### src/core/sct_pkg.sv
// Register map, field positions, reset values and mode codes of the single-channel timer.
package sct_pkg;
  localparam int         ADDR_W       = 8;
  localparam logic [7:0] CTRL_OFF     = 8'h00;
  localparam logic [7:0] IRQ_EN_OFF   = 8'h04;
  localparam logic [7:0] FLAGS_OFF    = 8'h08;
  localparam logic [7:0] SOFT_OFF     = 8'h0c;
  localparam logic [7:0] CH_CFG_OFF   = 8'h10;
  localparam logic [7:0] COUNT_OFF    = 8'h14;
  localparam logic [7:0] PRESCALE_OFF = 8'h18;
  localparam logic [7:0] RELOAD_OFF   = 8'h1c;
  localparam logic [7:0] CH_VAL_OFF   = 8'h20;

  localparam int CTRL_RUN = 0;
  localparam int CTRL_INH = 1;
  localparam int CTRL_SRC = 2;
  localparam int IRQ_UPD  = 0;
  localparam int IRQ_CH   = 1;
  localparam int FLG_UPD  = 0;
  localparam int FLG_CH   = 1;
  localparam int FLG_OVR  = 9;
  localparam int SOFT_UPD = 0;
  localparam int SOFT_CH  = 1;
  localparam int CFG_SRC  = 0;
  localparam int CFG_BUF  = 2;
  localparam int CFG_MODE = 4;
  localparam int CFG_FLT  = 8;
  localparam int CFG_CPSC = 12;
  localparam int CFG_IOEN = 16;
  localparam int CFG_POL  = 17;
  localparam int CFG_NPOL = 19;

  localparam logic [15:0] RELOAD_RST   = 16'hffff;
  localparam logic [15:0] PRESCALE_RST = 16'h0000;
  localparam logic [15:0] CH_VAL_RST   = 16'h0000;

  localparam logic [2:0] MODE_FROZEN = 3'h0;
  localparam logic [2:0] MODE_SET    = 3'h1;
  localparam logic [2:0] MODE_CLR    = 3'h2;
  localparam logic [2:0] MODE_TOG    = 3'h3;
  localparam logic [2:0] MODE_FLO    = 3'h4;
  localparam logic [2:0] MODE_FHI    = 3'h5;
  localparam logic [2:0] MODE_PWM0   = 3'h6;
  localparam logic [2:0] MODE_PWM1   = 3'h7;

  localparam logic [1:0] SRC_NONE  = 2'h0;
  localparam logic [1:0] SRC_OWN   = 2'h1;
  localparam logic [1:0] SRC_OTHER = 2'h2;
  localparam logic [1:0] SRC_TRIG  = 2'h3;

  localparam logic [1:0] RESP_OKAY   = 2'h0;
  localparam logic [1:0] RESP_SLVERR = 2'h2;
endpackage : sct_pkg

### src/core/sct_timer.sv
// Single-channel capture/compare timer with an AXI4-Lite register slave.
// Functional notes
// - Sixteen-bit counter counts upward only.
// - Prescaler runs from kernel clock while running.
// - Prescale factor is register value plus one.
// - New prescale value applies at update event.
// - Counter counts zero to limit, then wraps.
// - Overflow past limit raises update event.
// - Soft trigger clears counter, raises update event.
// - Update inhibit suppresses all update events.
// - Update event loads limit and prescale shadows.
// - Input synchronised then digitally filtered.
// - Rising, falling or both edges selectable.
// - Capture source: own, other input, trigger.
// - Nonzero source means input mode, value read-only.
// - Capture prescaler divides detected input events.
// - Capture loads counter, sets flag, interrupts.
// - Capture while flag set sets overrun.
// - Soft channel event sets flag, interrupts.
// - Compare match sets flag, updates prepare level.
// - Mode zero holds level, one sets high.
// - Modes four, five force level low, high.
// - Pin follows level, inverted by polarity, enabled.
// - PWM modes: period from limit, duty value.
// - PWM0 value above limit stays active.
// - PWM0 value zero stays inactive.
// - Buffer enable defers value writes to update.
// - Update flag sets, stays until software clears.
// - Source select limits update flag to overflow.
// - Inhibited soft trigger still resets counter, prescaler.
`timescale 1ns/100ps
module sct_timer (
  // Clock and reset
  input  wire logic        core_clk,
  input  wire logic        sys_rst,
  // AXI4-Lite write
  input  wire logic        axi_awvalid,
  output logic             axi_awready,
  input  wire logic [7:0]  axi_awaddr,
  input  wire logic        axi_wvalid,
  output logic             axi_wready,
  input  wire logic [31:0] axi_wdata,
  input  wire logic [3:0]  axi_wstrb,
  output logic             axi_bvalid,
  input  wire logic        axi_bready,
  output logic [1:0]       axi_bresp,
  // AXI4-Lite read
  input  wire logic        axi_arvalid,
  output logic             axi_arready,
  input  wire logic [7:0]  axi_araddr,
  output logic             axi_rvalid,
  input  wire logic        axi_rready,
  output logic [31:0]      axi_rdata,
  output logic [1:0]       axi_rresp,
  // Channel pins and trigger
  input  wire logic        channel_input_pin,
  input  wire logic        other_channel_input,
  input  wire logic        internal_trigger,
  output logic             channel_output_pin,
  output logic             channel_output_oe,
  // Interrupt
  output logic             timer_irq
);

  typedef struct packed {
    logic        counter_run;
    logic        update_inhibit;
    logic        update_source_sel;
    logic        update_irq_enable;
    logic        channel_irq_enable;
    logic        update_event_flag;
    logic        channel_event_flag;
    logic        channel_overrun_flag;
    logic [1:0]  channel_source_sel;
    logic        compare_buffer_enable;
    logic [2:0]  compare_output_mode;
    logic [3:0]  input_filter_cfg;
    logic [1:0]  capture_div;
    logic        channel_io_enable;
    logic        capture_polarity_sel;
    logic        capture_neg_polarity;
    logic [15:0] cnt;
    logic [15:0] psc_cnt;
    logic [15:0] psc_pre;
    logic [15:0] psc_act;
    logic [15:0] rel_pre;
    logic [15:0] rel_act;
    logic [15:0] chval;
    logic [15:0] chval_pre;
    logic [1:0]  sync1;
    logic [1:0]  sync2;
    logic [3:0]  flt_cnt;
    logic        filt;
    logic        filt_d;
    logic [2:0]  evt_cnt;
    logic        prep;
    logic        pin;
    logic        oe;
    logic        irq;
    logic        awready;
    logic        wready;
    logic        bvalid;
    logic [1:0]  bresp;
    logic        arready;
    logic        rvalid;
    logic [31:0] rdata;
    logic [1:0]  rresp;
    logic        aw_got;
    logic        w_got;
    logic [7:0]  waddr;
    logic [31:0] wdata;
    logic [3:0]  wstrb;
  } sct_state_s;

  sct_state_s  r;
  sct_state_s  next_r;
  logic        tick;
  logic        ovf;
  logic        uev;
  logic        soft_upd;
  logic        soft_ch;
  logic        do_wr;
  logic        in_mode;
  logic        raw;
  logic        edge_hit;
  logic        cap_evt;
  logic        match;
  logic [31:0] wv;

  function automatic logic sct_mapped(input logic [7:0] a);
    case (a)
      sct_pkg::CTRL_OFF, sct_pkg::IRQ_EN_OFF, sct_pkg::FLAGS_OFF, sct_pkg::SOFT_OFF,
      sct_pkg::CH_CFG_OFF, sct_pkg::COUNT_OFF, sct_pkg::PRESCALE_OFF,
      sct_pkg::RELOAD_OFF, sct_pkg::CH_VAL_OFF: return 1'b1;
      default: return 1'b0;
    endcase
  endfunction : sct_mapped

  // Soft event bits always read as zero; they exist only as write pulses.
  function automatic logic [31:0] sct_read(input logic [7:0] a);
    logic [31:0] v;
    v = 32'h0000_0000;
    case (a)
      sct_pkg::CTRL_OFF: begin
        v[sct_pkg::CTRL_RUN] = r.counter_run;
        v[sct_pkg::CTRL_INH] = r.update_inhibit;
        v[sct_pkg::CTRL_SRC] = r.update_source_sel;
      end
      sct_pkg::IRQ_EN_OFF: begin
        v[sct_pkg::IRQ_UPD] = r.update_irq_enable;
        v[sct_pkg::IRQ_CH]  = r.channel_irq_enable;
      end
      sct_pkg::FLAGS_OFF: begin
        v[sct_pkg::FLG_UPD] = r.update_event_flag;
        v[sct_pkg::FLG_CH]  = r.channel_event_flag;
        v[sct_pkg::FLG_OVR] = r.channel_overrun_flag;
      end
      sct_pkg::CH_CFG_OFF: begin
        v[sct_pkg::CFG_SRC +: 2]  = r.channel_source_sel;
        v[sct_pkg::CFG_BUF]       = r.compare_buffer_enable;
        v[sct_pkg::CFG_MODE +: 3] = r.compare_output_mode;
        v[sct_pkg::CFG_FLT +: 4]  = r.input_filter_cfg;
        v[sct_pkg::CFG_CPSC +: 2] = r.capture_div;
        v[sct_pkg::CFG_IOEN]      = r.channel_io_enable;
        v[sct_pkg::CFG_POL]       = r.capture_polarity_sel;
        v[sct_pkg::CFG_NPOL]      = r.capture_neg_polarity;
      end
      sct_pkg::COUNT_OFF:    v[15:0] = r.cnt;
      sct_pkg::PRESCALE_OFF: v[15:0] = r.psc_pre;
      sct_pkg::RELOAD_OFF:   v[15:0] = r.rel_pre;
      sct_pkg::CH_VAL_OFF:   v[15:0] = r.chval;
      default:               v = 32'h0000_0000;
    endcase
    return v;
  endfunction : sct_read

  function automatic logic [31:0] sct_merge(input logic [31:0] o, input logic [31:0] w,
                                            input logic [3:0] s);
    logic [31:0] m;
    m = o;
    for (int i = 0; i < 4; i++) begin
      if (s[i]) begin
        m[8*i +: 8] = w[8*i +: 8];
      end
    end
    return m;
  endfunction : sct_merge

  always_comb begin
    next_r   = r;
    soft_upd = 1'b0;
    soft_ch  = 1'b0;
    in_mode  = r.channel_source_sel != sct_pkg::SRC_NONE;
    do_wr    = r.aw_got && r.w_got && !r.bvalid;
    wv       = sct_merge(sct_read(r.waddr), r.wdata, r.wstrb);
    if (axi_awvalid && r.awready) begin
      next_r.aw_got = 1'b1;
      next_r.waddr  = axi_awaddr;
    end
    if (axi_wvalid && r.wready) begin
      next_r.w_got = 1'b1;
      next_r.wdata = axi_wdata;
      next_r.wstrb = axi_wstrb;
    end
    if (r.bvalid && axi_bready) begin
      next_r.bvalid = 1'b0;
    end
    if (do_wr) begin
      next_r.aw_got = 1'b0;
      next_r.w_got  = 1'b0;
      next_r.bvalid = 1'b1;
      next_r.bresp  = sct_mapped(r.waddr) ? sct_pkg::RESP_OKAY : sct_pkg::RESP_SLVERR;
      case (r.waddr)
        sct_pkg::CTRL_OFF: begin
          next_r.counter_run       = wv[sct_pkg::CTRL_RUN];
          next_r.update_inhibit    = wv[sct_pkg::CTRL_INH];
          next_r.update_source_sel = wv[sct_pkg::CTRL_SRC];
        end
        sct_pkg::IRQ_EN_OFF: begin
          next_r.update_irq_enable  = wv[sct_pkg::IRQ_UPD];
          next_r.channel_irq_enable = wv[sct_pkg::IRQ_CH];
        end
        sct_pkg::FLAGS_OFF: begin
          // Writing zero clears a flag; a one leaves it, so no flag is lost by a
          // read-modify-write race.
          next_r.update_event_flag    = r.update_event_flag & wv[sct_pkg::FLG_UPD];
          next_r.channel_event_flag   = r.channel_event_flag & wv[sct_pkg::FLG_CH];
          next_r.channel_overrun_flag = r.channel_overrun_flag & wv[sct_pkg::FLG_OVR];
        end
        sct_pkg::SOFT_OFF: begin
          soft_upd = wv[sct_pkg::SOFT_UPD];
          soft_ch  = wv[sct_pkg::SOFT_CH];
        end
        sct_pkg::CH_CFG_OFF: begin
          next_r.channel_source_sel    = wv[sct_pkg::CFG_SRC +: 2];
          next_r.compare_buffer_enable = wv[sct_pkg::CFG_BUF];
          next_r.compare_output_mode   = wv[sct_pkg::CFG_MODE +: 3];
          next_r.input_filter_cfg      = wv[sct_pkg::CFG_FLT +: 4];
          next_r.capture_div           = wv[sct_pkg::CFG_CPSC +: 2];
          next_r.channel_io_enable     = wv[sct_pkg::CFG_IOEN];
          next_r.capture_polarity_sel  = wv[sct_pkg::CFG_POL];
          next_r.capture_neg_polarity  = wv[sct_pkg::CFG_NPOL];
        end
        sct_pkg::PRESCALE_OFF: next_r.psc_pre = wv[15:0];
        sct_pkg::RELOAD_OFF:   next_r.rel_pre = wv[15:0];
        sct_pkg::CH_VAL_OFF: begin
          if (!in_mode) begin
            next_r.chval_pre = wv[15:0];
            if (!r.compare_buffer_enable) begin
              next_r.chval = wv[15:0];
            end
          end
        end
        default: begin
        end
      endcase
    end
    if (axi_arvalid && r.arready) begin
      next_r.rvalid = 1'b1;
      next_r.rdata  = sct_read(axi_araddr);
      next_r.rresp  = sct_mapped(axi_araddr) ? sct_pkg::RESP_OKAY : sct_pkg::RESP_SLVERR;
    end else if (r.rvalid && axi_rready) begin
      next_r.rvalid = 1'b0;
    end
    next_r.awready = !next_r.aw_got && !next_r.bvalid;
    next_r.wready  = !next_r.w_got && !next_r.bvalid;
    next_r.arready = !next_r.rvalid;

    // Counting chain.
    tick = r.counter_run && (r.psc_cnt == r.psc_act);
    ovf  = tick && (r.cnt == r.rel_act);
    if (r.counter_run) begin
      next_r.psc_cnt = tick ? 16'h0000 : r.psc_cnt + 16'h0001;
    end
    if (tick) begin
      next_r.cnt = ovf ? 16'h0000 : r.cnt + 16'h0001;
    end
    if (soft_upd) begin
      next_r.cnt     = 16'h0000;
      next_r.psc_cnt = 16'h0000;
    end
    uev = (ovf || soft_upd) && !r.update_inhibit;
    if (uev) begin
      next_r.psc_act = r.psc_pre;
      next_r.rel_act = r.rel_pre;
      if (r.compare_buffer_enable && !in_mode) begin
        next_r.chval = r.chval_pre;
      end
      if (ovf || !r.update_source_sel) begin
        next_r.update_event_flag = 1'b1;
      end
    end

    // Input stage: the second synchroniser stage is the first one logic reads.
    next_r.sync1 = {other_channel_input, channel_input_pin};
    next_r.sync2 = r.sync1;
    unique case (r.channel_source_sel)
      sct_pkg::SRC_OTHER: raw = r.sync2[1];
      sct_pkg::SRC_TRIG:  raw = internal_trigger;
      sct_pkg::SRC_OWN:   raw = r.sync2[0];
      sct_pkg::SRC_NONE:  raw = r.sync2[0];
    endcase
    // A change must persist for input_filter_cfg + 1 samples before it is taken.
    if (raw == r.filt) begin
      next_r.flt_cnt = 4'h0;
    end else if (r.flt_cnt >= r.input_filter_cfg) begin
      next_r.filt    = raw;
      next_r.flt_cnt = 4'h0;
    end else begin
      next_r.flt_cnt = r.flt_cnt + 4'h1;
    end
    next_r.filt_d = r.filt;
    if (r.capture_neg_polarity) begin
      edge_hit = r.filt ^ r.filt_d;
    end else if (r.capture_polarity_sel) begin
      edge_hit = !r.filt && r.filt_d;
    end else begin
      edge_hit = r.filt && !r.filt_d;
    end
    cap_evt = 1'b0;
    if (in_mode && r.channel_io_enable && edge_hit) begin
      if (r.evt_cnt == 3'((4'h1 << r.capture_div) - 4'h1)) begin
        next_r.evt_cnt = 3'h0;
        cap_evt        = 1'b1;
      end else begin
        next_r.evt_cnt = r.evt_cnt + 3'h1;
      end
    end
    if (cap_evt) begin
      next_r.chval = r.cnt;
      if (r.channel_event_flag) begin
        next_r.channel_overrun_flag = 1'b1;
      end
    end

    // Output stage.
    match = !in_mode && (tick || soft_upd) && (next_r.cnt == r.chval);
    if (cap_evt || match || soft_ch) begin
      next_r.channel_event_flag = 1'b1;
    end
    unique case (r.compare_output_mode)
      sct_pkg::MODE_FROZEN: next_r.prep = r.prep;
      sct_pkg::MODE_SET:    next_r.prep = match ? 1'b1 : r.prep;
      sct_pkg::MODE_CLR:    next_r.prep = match ? 1'b0 : r.prep;
      sct_pkg::MODE_TOG:    next_r.prep = match ? !r.prep : r.prep;
      sct_pkg::MODE_FLO:    next_r.prep = 1'b0;
      sct_pkg::MODE_FHI:    next_r.prep = 1'b1;
      // Compare with less-than so a value above the limit stays active and zero
      // stays inactive without special cases.
      sct_pkg::MODE_PWM0:   next_r.prep = r.cnt < r.chval;
      sct_pkg::MODE_PWM1:   next_r.prep = r.cnt >= r.chval;
    endcase
    next_r.pin = r.channel_io_enable && (r.prep ^ r.capture_polarity_sel);
    next_r.oe  = r.channel_io_enable;
    next_r.irq = (next_r.update_event_flag && next_r.update_irq_enable)
               || (next_r.channel_event_flag && next_r.channel_irq_enable);
  end

  always_ff @(posedge core_clk) begin
    if (sys_rst) begin
      r         <= '0;
      r.rel_pre <= sct_pkg::RELOAD_RST;
      r.rel_act <= sct_pkg::RELOAD_RST;
      r.psc_pre <= sct_pkg::PRESCALE_RST;
      r.psc_act <= sct_pkg::PRESCALE_RST;
      r.chval   <= sct_pkg::CH_VAL_RST;
      r.awready <= 1'b1;
      r.wready  <= 1'b1;
      r.arready <= 1'b1;
    end else begin
      r <= next_r;
    end
  end

  assign axi_awready        = r.awready;
  assign axi_wready         = r.wready;
  assign axi_bvalid         = r.bvalid;
  assign axi_bresp          = r.bresp;
  assign axi_arready        = r.arready;
  assign axi_rvalid         = r.rvalid;
  assign axi_rdata          = r.rdata;
  assign axi_rresp          = r.rresp;
  assign channel_output_pin = r.pin;
  assign channel_output_oe  = r.oe;
  assign timer_irq          = r.irq;
endmodule : sct_timer

### config.mk
export PLATFORM = sky130hd
export DESIGN_NAME = sct_timer
export DESIGN_NICKNAME = d
export VERILOG_FILES = /design/src/core/sct_pkg.sv /design/src/core/sct_timer.sv
export SDC_FILE = /design/constraint.sdc
export NUM_CORES = 1
export LEC_CHECK = 0
export ABC_CLOCK_PERIOD_IN_PS = 5300
export BUFFER_PORTS_ARGS = -buffer_cell sky130_fd_sc_hd__buf_2
export CAP_MARGIN = 10
export CELL_PAD_IN_SITES_DETAIL_PLACEMENT = 0
export CELL_PAD_IN_SITES_GLOBAL_PLACEMENT = 2
export CORE_MARGIN = 2
export CORE_UTILIZATION = 39
export DETAILED_ROUTE_END_ITERATION = 8
export GPL_ROUTABILITY_DRIVEN = 0
export PLACE_DENSITY_LB_ADDON = 0.12
export SLEW_MARGIN = 10
export SYNTH_ARGS = -nofsm -noshare
export SYNTH_HDL_FRONTEND = slang
export SYNTH_SLANG_ARGS = --single-unit
### constraint.sdc
create_clock -name core_clk -period 5.3 [get_ports core_clk]
set_input_delay 0.53 -clock core_clk [delete_from_list [all_inputs] [get_ports core_clk]]
set_output_delay 0.53 -clock core_clk [all_outputs]
set_load 0.02 [all_outputs]
After elaboration in Yosys (flattened, before gate mapping) --
Cells that the tools add are included.
Storage, ports and cells: bits in registers 229, input bits 62, output and inout port bits 44, logic and storage cells 226
Operators by class: $add $sub $neg 5, $lt $le $gt $ge 3, eq/ne operators 34, shift operators 1, mux-type cells 71, bitwise operators 8, reductions and logical operators 57
Operators by type and width (count):
- $mux W16 | 8
- $mux W32 | 4
- $eq A8 B5 Y1 const B | 8
- $eq A16 B16 Y1 | 3
- $pmux W4 S5 | 2
- $add A16 B1 Y16 const B | 2
- $eq A8 B4 Y1 const B | 4
- $pmux W2 S8 | 2
- $pmux W3 S5 | 2
- $mux W1 | 26
- $pmux W1 S6 | 4
- $logic_and A1 B1 Y1 | 22
- $mux W20 | 1
- $reduce_or A9 Y1 | 2
- $eq A8 B3 Y1 const B | 2
- $eq A8 B6 Y1 const B | 2
- $ge A16 B16 Y1 | 1
- $logic_not A8 Y1 | 2
- $lt A16 B16 Y1 | 1
- $mux W8 | 2
- $pmux W1 S4 | 4
- $pmux W2 S4 | 2
- $mux W15 | 1
- $eq A3 B3 Y1 const B | 4
- 31 further kinds | 68

Logic depth before layout (Yosys ltp) --
depth after elaboration 13, depth in mapped cells 13, gate-level depth less buffers 12

Least setup slack after synthesis --
Ideal clock, no wire load.
path type reg-to-reg, start register r[206] (netlist bit), end register r[90] (netlist bit), setup time 120 ps, arrival time 2800 ps, required time 5180 ps, slack 2380 ps, cell stages (with the launch flop) 11, buffers on the path 0, period minus slack after synthesis 2920 ps, path through dfxtp_1 > xnor2_2 > nand3_1 > or4_4 > nor4_2 > mux2i_1 > o221ai_1 > o21ai_0 > nor4bb_1 > a41oi_1 > a211o_1
On the way: word-level cells in the longest chain between the ends 10, elaborated cells between the ends (all ways) 14, those cells by class 5 x eq/ne; 3 x mux; 6 x reduce/logical
RTL lines:
- start, declared | RTL line sct_timer.sv:115 | sct_state_s r;
- start signal, assigned | RTL line sct_timer.sv:371 | r <= next_r;
- $eq A16 B16 Y1 (*) | RTL line sct_timer.sv:270 | tick = r.counter_run && (r.psc_cnt == r.psc_act);
- $logic_and A1 B1 Y1 (*) | RTL line sct_timer.sv:270
- $logic_and A1 B1 Y1 | RTL line sct_timer.sv:271 | ovf = tick && (r.cnt == r.rel_act);
- $mux W16 | RTL line sct_timer.sv:276 | next_r.cnt = ovf ? 16'h0000 : r.cnt + 16'h0001;
- $mux W16 | RTL line sct_timer.sv:275 | if (tick) begin
- $mux W32 | RTL line sct_timer.sv:278 | if (soft_upd) begin
- $eq A16 B16 Y1 | RTL line sct_timer.sv:337 | match = !in_mode && (tick || soft_upd) && (next_r.cnt == r.chval);
- $logic_and A1 B1 Y1 (*) | RTL line sct_timer.sv:337
- $ne A2 B2 Y1 (no source line)
- $reduce_and A4 Y1 (no source line) (*)
Mark *: on every way between the ends. The rest lies on a longest branch, timed or not. A chain may end at the register's enable or synchronous reset.

Final worst setup path --
start register r[226] (netlist bit), end register r (netlist bit timer_irq)
On the way: word-level cells in the longest chain between the ends 12, elaborated cells between the ends (all ways) 19, those cells by class 1 x add/sub; 2 x eq/ne; 6 x mux; 10 x reduce/logical
RTL lines:
- branches (longest 11 deep; another with $add A16 B1 Y16)
- $logic_or A1 B1 Y1 (*) | RTL line sct_timer.sv:356 | || (next_r.channel_event_flag && next_r.channel_irq_enable);
Mark *: on every way between the ends.

==> out/results.txt <==
The flow ran to the end, and the final reports show no timing, DRC or antenna violations. Input and output buffers added on the ports amount to 76. The number of clock sinks came out at 226. IR analysis of the VDD net gives a maximum drop of 0.282 mV.

For this block, the initial DRC count from the detailed router was 959. The count of hold buffers inserted by post-cts repair is 0. Post-CTS timing repair inserted 0 buffers for setup. The tools report the placed cell count as 1872. The total via count in the routed design was 10900. The mapped netlist covers 0.0120 mm2.

The run gives 0.266 as the global-route total usage across every layer. Leaving out fill and tap cells, the most frequent cell in the layout is nand2_1. The fraction of layout instances using a drive strength above 1 is 0.138, and the final HPWL from detailed placement is 30.5 mm. For this run, the number of standard cells in the final layout without fillers is 1921.

The critical path goes through xnor2_1, nand4_1, nor4_2, nand3_1, nand2_2, and4b_1, or2_1, nor4b_1, a31oi_1, o31ai_1. For the pin with the worst max-slew slack, the measured transition is 1.14 ns. The critical path starts at r[226].

Diode insertion count for antenna repair: 0. After floorplanning, the core was divided into 64 placement rows. Timing would allow up to 260 MHz. The largest individual stage delay along the critical path comes from the cell dfxtp_1. The longest individual stage delay on the worst path is 0.67 ns. Classification of the worst setup path: reg -> reg. The final period demand of the worst path is 3.85 ns. Across the run, the number of max-cap violations was 0. The total wirelength of the detailed-routed design came out at 42.4 mm. Synthesized flop and latch total: 226. Power per standard cell area: 293 mW/mm2. Data on the critical path arrives at its endpoint at 4.25 ns. The tools report the maximum root-to-sink buffer count as 3.

Data on the critical path is required at its endpoint by 5.69 ns. The number of synthesis warnings is 0, and the later-pin clock latency in the skew report is 0.54 ns. In the final design database the tool counted 1593 nets.

For the first-pass iteration count of the detailed router, the log shows 8. Counting the buffers created by CTS gives 27. The tightest hold path in the finished design has a slack of 0.207 ns. The kind of end point of the critical path was a flop.

The count of endpoints failing setup in the final report is 0. The number of distinct library cells after synthesis was 72; the static leakage was 5.02 nW. The die is 179 um wide.

The tools report the capturing point of the worst reg2reg path as timer_irq. Across all register-to-register paths, the minimum setup slack is 1.45 ns. The min-delay analysis places its worst path in the category in -> reg. Clock-pin slew on the worst setup and hold paths: 0.06 ns. A synthesized cell averages 8.04 um2. Post-CTS repair changed the size of 0 cells. Adding up every negative setup slack in the final design gives 0 ns. The first global-routing pass estimated 64.1 mm of wire.

For the final hold violation count, the log shows 0. Maximum number of pins on one net before global-route repair: 81. The effective utilization at floorplan came out at 0.393.

STA classifies the critical path startpoint as a flop. The number of top-level design ports was 106; the remaining global-route overflow was 0. The max-slew violation total from the final report was 0; the worst clock skew was 0.0139 ns. After detailed routing, the average wire length per cell comes to 22.1 um. Timing endpoint of the critical path: timer_irq. The final clock period utilization by the worst path was 0.727. The maximum level of the CTS H-tree is 1, and the placeable core region is 0.0304 mm2. For this run, design rule violations remaining after detail routing come to 0. Summing internal, switching and leakage power gives 3.94 mW. The worst register-to-register path has a depth of 10. The die footprint came out at 0.0321 mm2. The run gives 10300 as the via count of the first global-routing pass.

Along the worst path, the maximum fanout reaches 13. In this run, synthesis inferred 0 flip-flops with an integrated enable. Setup repair after global routing left no endpoint under its margin.

The area growth from synthesis to layout is 12.6%. The run gives 0 as the remaining number of nets flagged by the antenna check after routing. TritonCTS built the clock tree.

Prior to clock tree synthesis, the placed netlist has a worst setup slack of 1.57 ns. The CTS root buffer was clkbuf_16. The share of flip-flops with an asynchronous set or reset came out at 0. The worst slew margin relative to its limit is 0.239.

The tools report the critical register-to-register path startpoint as r[226]. The sequential cell area fraction in the yosys report is 0.378. Across all setup checks in the final design, the least slack found is 1.45 ns.

Leaving out fill and tap cells, the most frequent cells in the layout are 227 x nand2_1, 226 x dfxtp_1, 139 x a21oi_1. The most used flip-flop cell after synthesis is dfxtp_1. The initial antenna violation count was 0. In this run the vertical extent of the chip is 179 um. After detailed routing, the number of vias per cell comes to 5.70. For the gate count of the mapped netlist, the log shows 1487.
state kept, by name (all words and copies together), names as in the netlist:
signal / cells
axi_bresp: 1
axi_arready: 1
axi_wready: 1
next_r: 4
channel_output_pin: 1
axi_rvalid: 1
axi_bvalid: 1
timer_irq: 1
axi_awready: 1
r: 193
axi_rdata: 19
channel_output_oe: 1
axi_rresp: 1
Yosys cell counts, types with 3 or more instances:
master	n	area [um2]
a222oi_1	28	280
clkbuf_1	90	338
a211oi_1	25	188
o31a_1	3	26.3
nand3_1	59	295
nor4_2	3	37.5
dfxtp_1	226	4520
a311oi_1	3	26.3
nor2b_1	40	250
nand2b_1	12	75.1
or3_1	6	37.5
a211o_1	33	289
a221oi_1	3	26.3
buf_1	5	18.8
xor2_1	21	184
inv_1	33	124
nor4b_1	3	26.3
a22oi_1	10	75.1
mux2i_1	20	200
o21a_1	13	97.6
mux2_2	27	304
nor3_1	19	95.1
a21oi_1	140	701
nor2_1	136	510
nand2_1	227	852
a21o_1	8	60.1
or4_1	4	30.0
nor3b_1	7	52.6
buf_2	11	55.1
o211ai_1	26	195
and2_1	11	68.8
a32oi_1	4	35.0
a31oi_1	7	43.8
nand4_1	28	175
and4_1	6	52.6
and3_1	18	113
xnor2_1	43	377
o21ai_0	20	100
buf_4	36	270
ha_1	26	325
nor4_1	4	25.0
cell families after synthesis:
group / synth area share
other: 0.000314
and+or+nand+nor: 0.238
muxes: 0.0431
AOI/OAI and AO/OA: 0.193
adders and majority gates: 0.0272
DFF: 0.378
buffers and inverters: 0.0677
xor gates and xnor gates: 0.0515
metrics by stage:
step                 util  instance area, um2
global placement    0.412               12500
CTS                 0.443               13500
finish              0.443               13500
detailed placement  0.412               12500
floorplan               -               12000
global route        0.443               13500
worst max-delay path, delay by kind of cell, from the launching register on:
family	cells	cell delay (ns)
compound gates	2	0.69
flops	1	0.67
xor+xnor	1	0.18
simple gates	7	2.15
area by class of cell:
type / instances / area [um2]
fillers: 3192 / 17000
inverters: 34 / 128
clock buffers: 36 / 769
flip-flops and latches: 226 / 4520
clock inverters: 13 / 154
well taps: 396 / 495
multi-input cells: 1099 / 6700
repair buffers: 117 / 694
layer usage:
metal / vias to the layer above / track usage / wire length (um)
met5: - / 0 / 0
met2: 399 / 0.421 / 18700
met3: 105 / 0.0307 / 2420
li1: 5253 / - / -
met4: 0 / 0.116 / 2140
met1: 5192 / 0.364 / 19100
where the power goes:
group | internal (mW) | switching [mW]
sequential | 1.73 | 0.0325
combinational | 0.0813 | 0.179
clock | 1.16 | 0.759
worst min-delay path by stage:
stage	startpoint	depth (start not counted)	to	slack, ns
floorplan	next_r[100]	1	r[100]	0.41
global placement	next_r[100]	1	r[100]	0.42
detailed placement	next_r[101]	1	r[101]	0.42
CTS	other_channel_input	2	next_r[101]	0.19
global route	channel_input_pin	2	next_r[100]	0.21
finish	other_channel_input	2	next_r[101]	0.21
(Power assumes the default switching activity.)
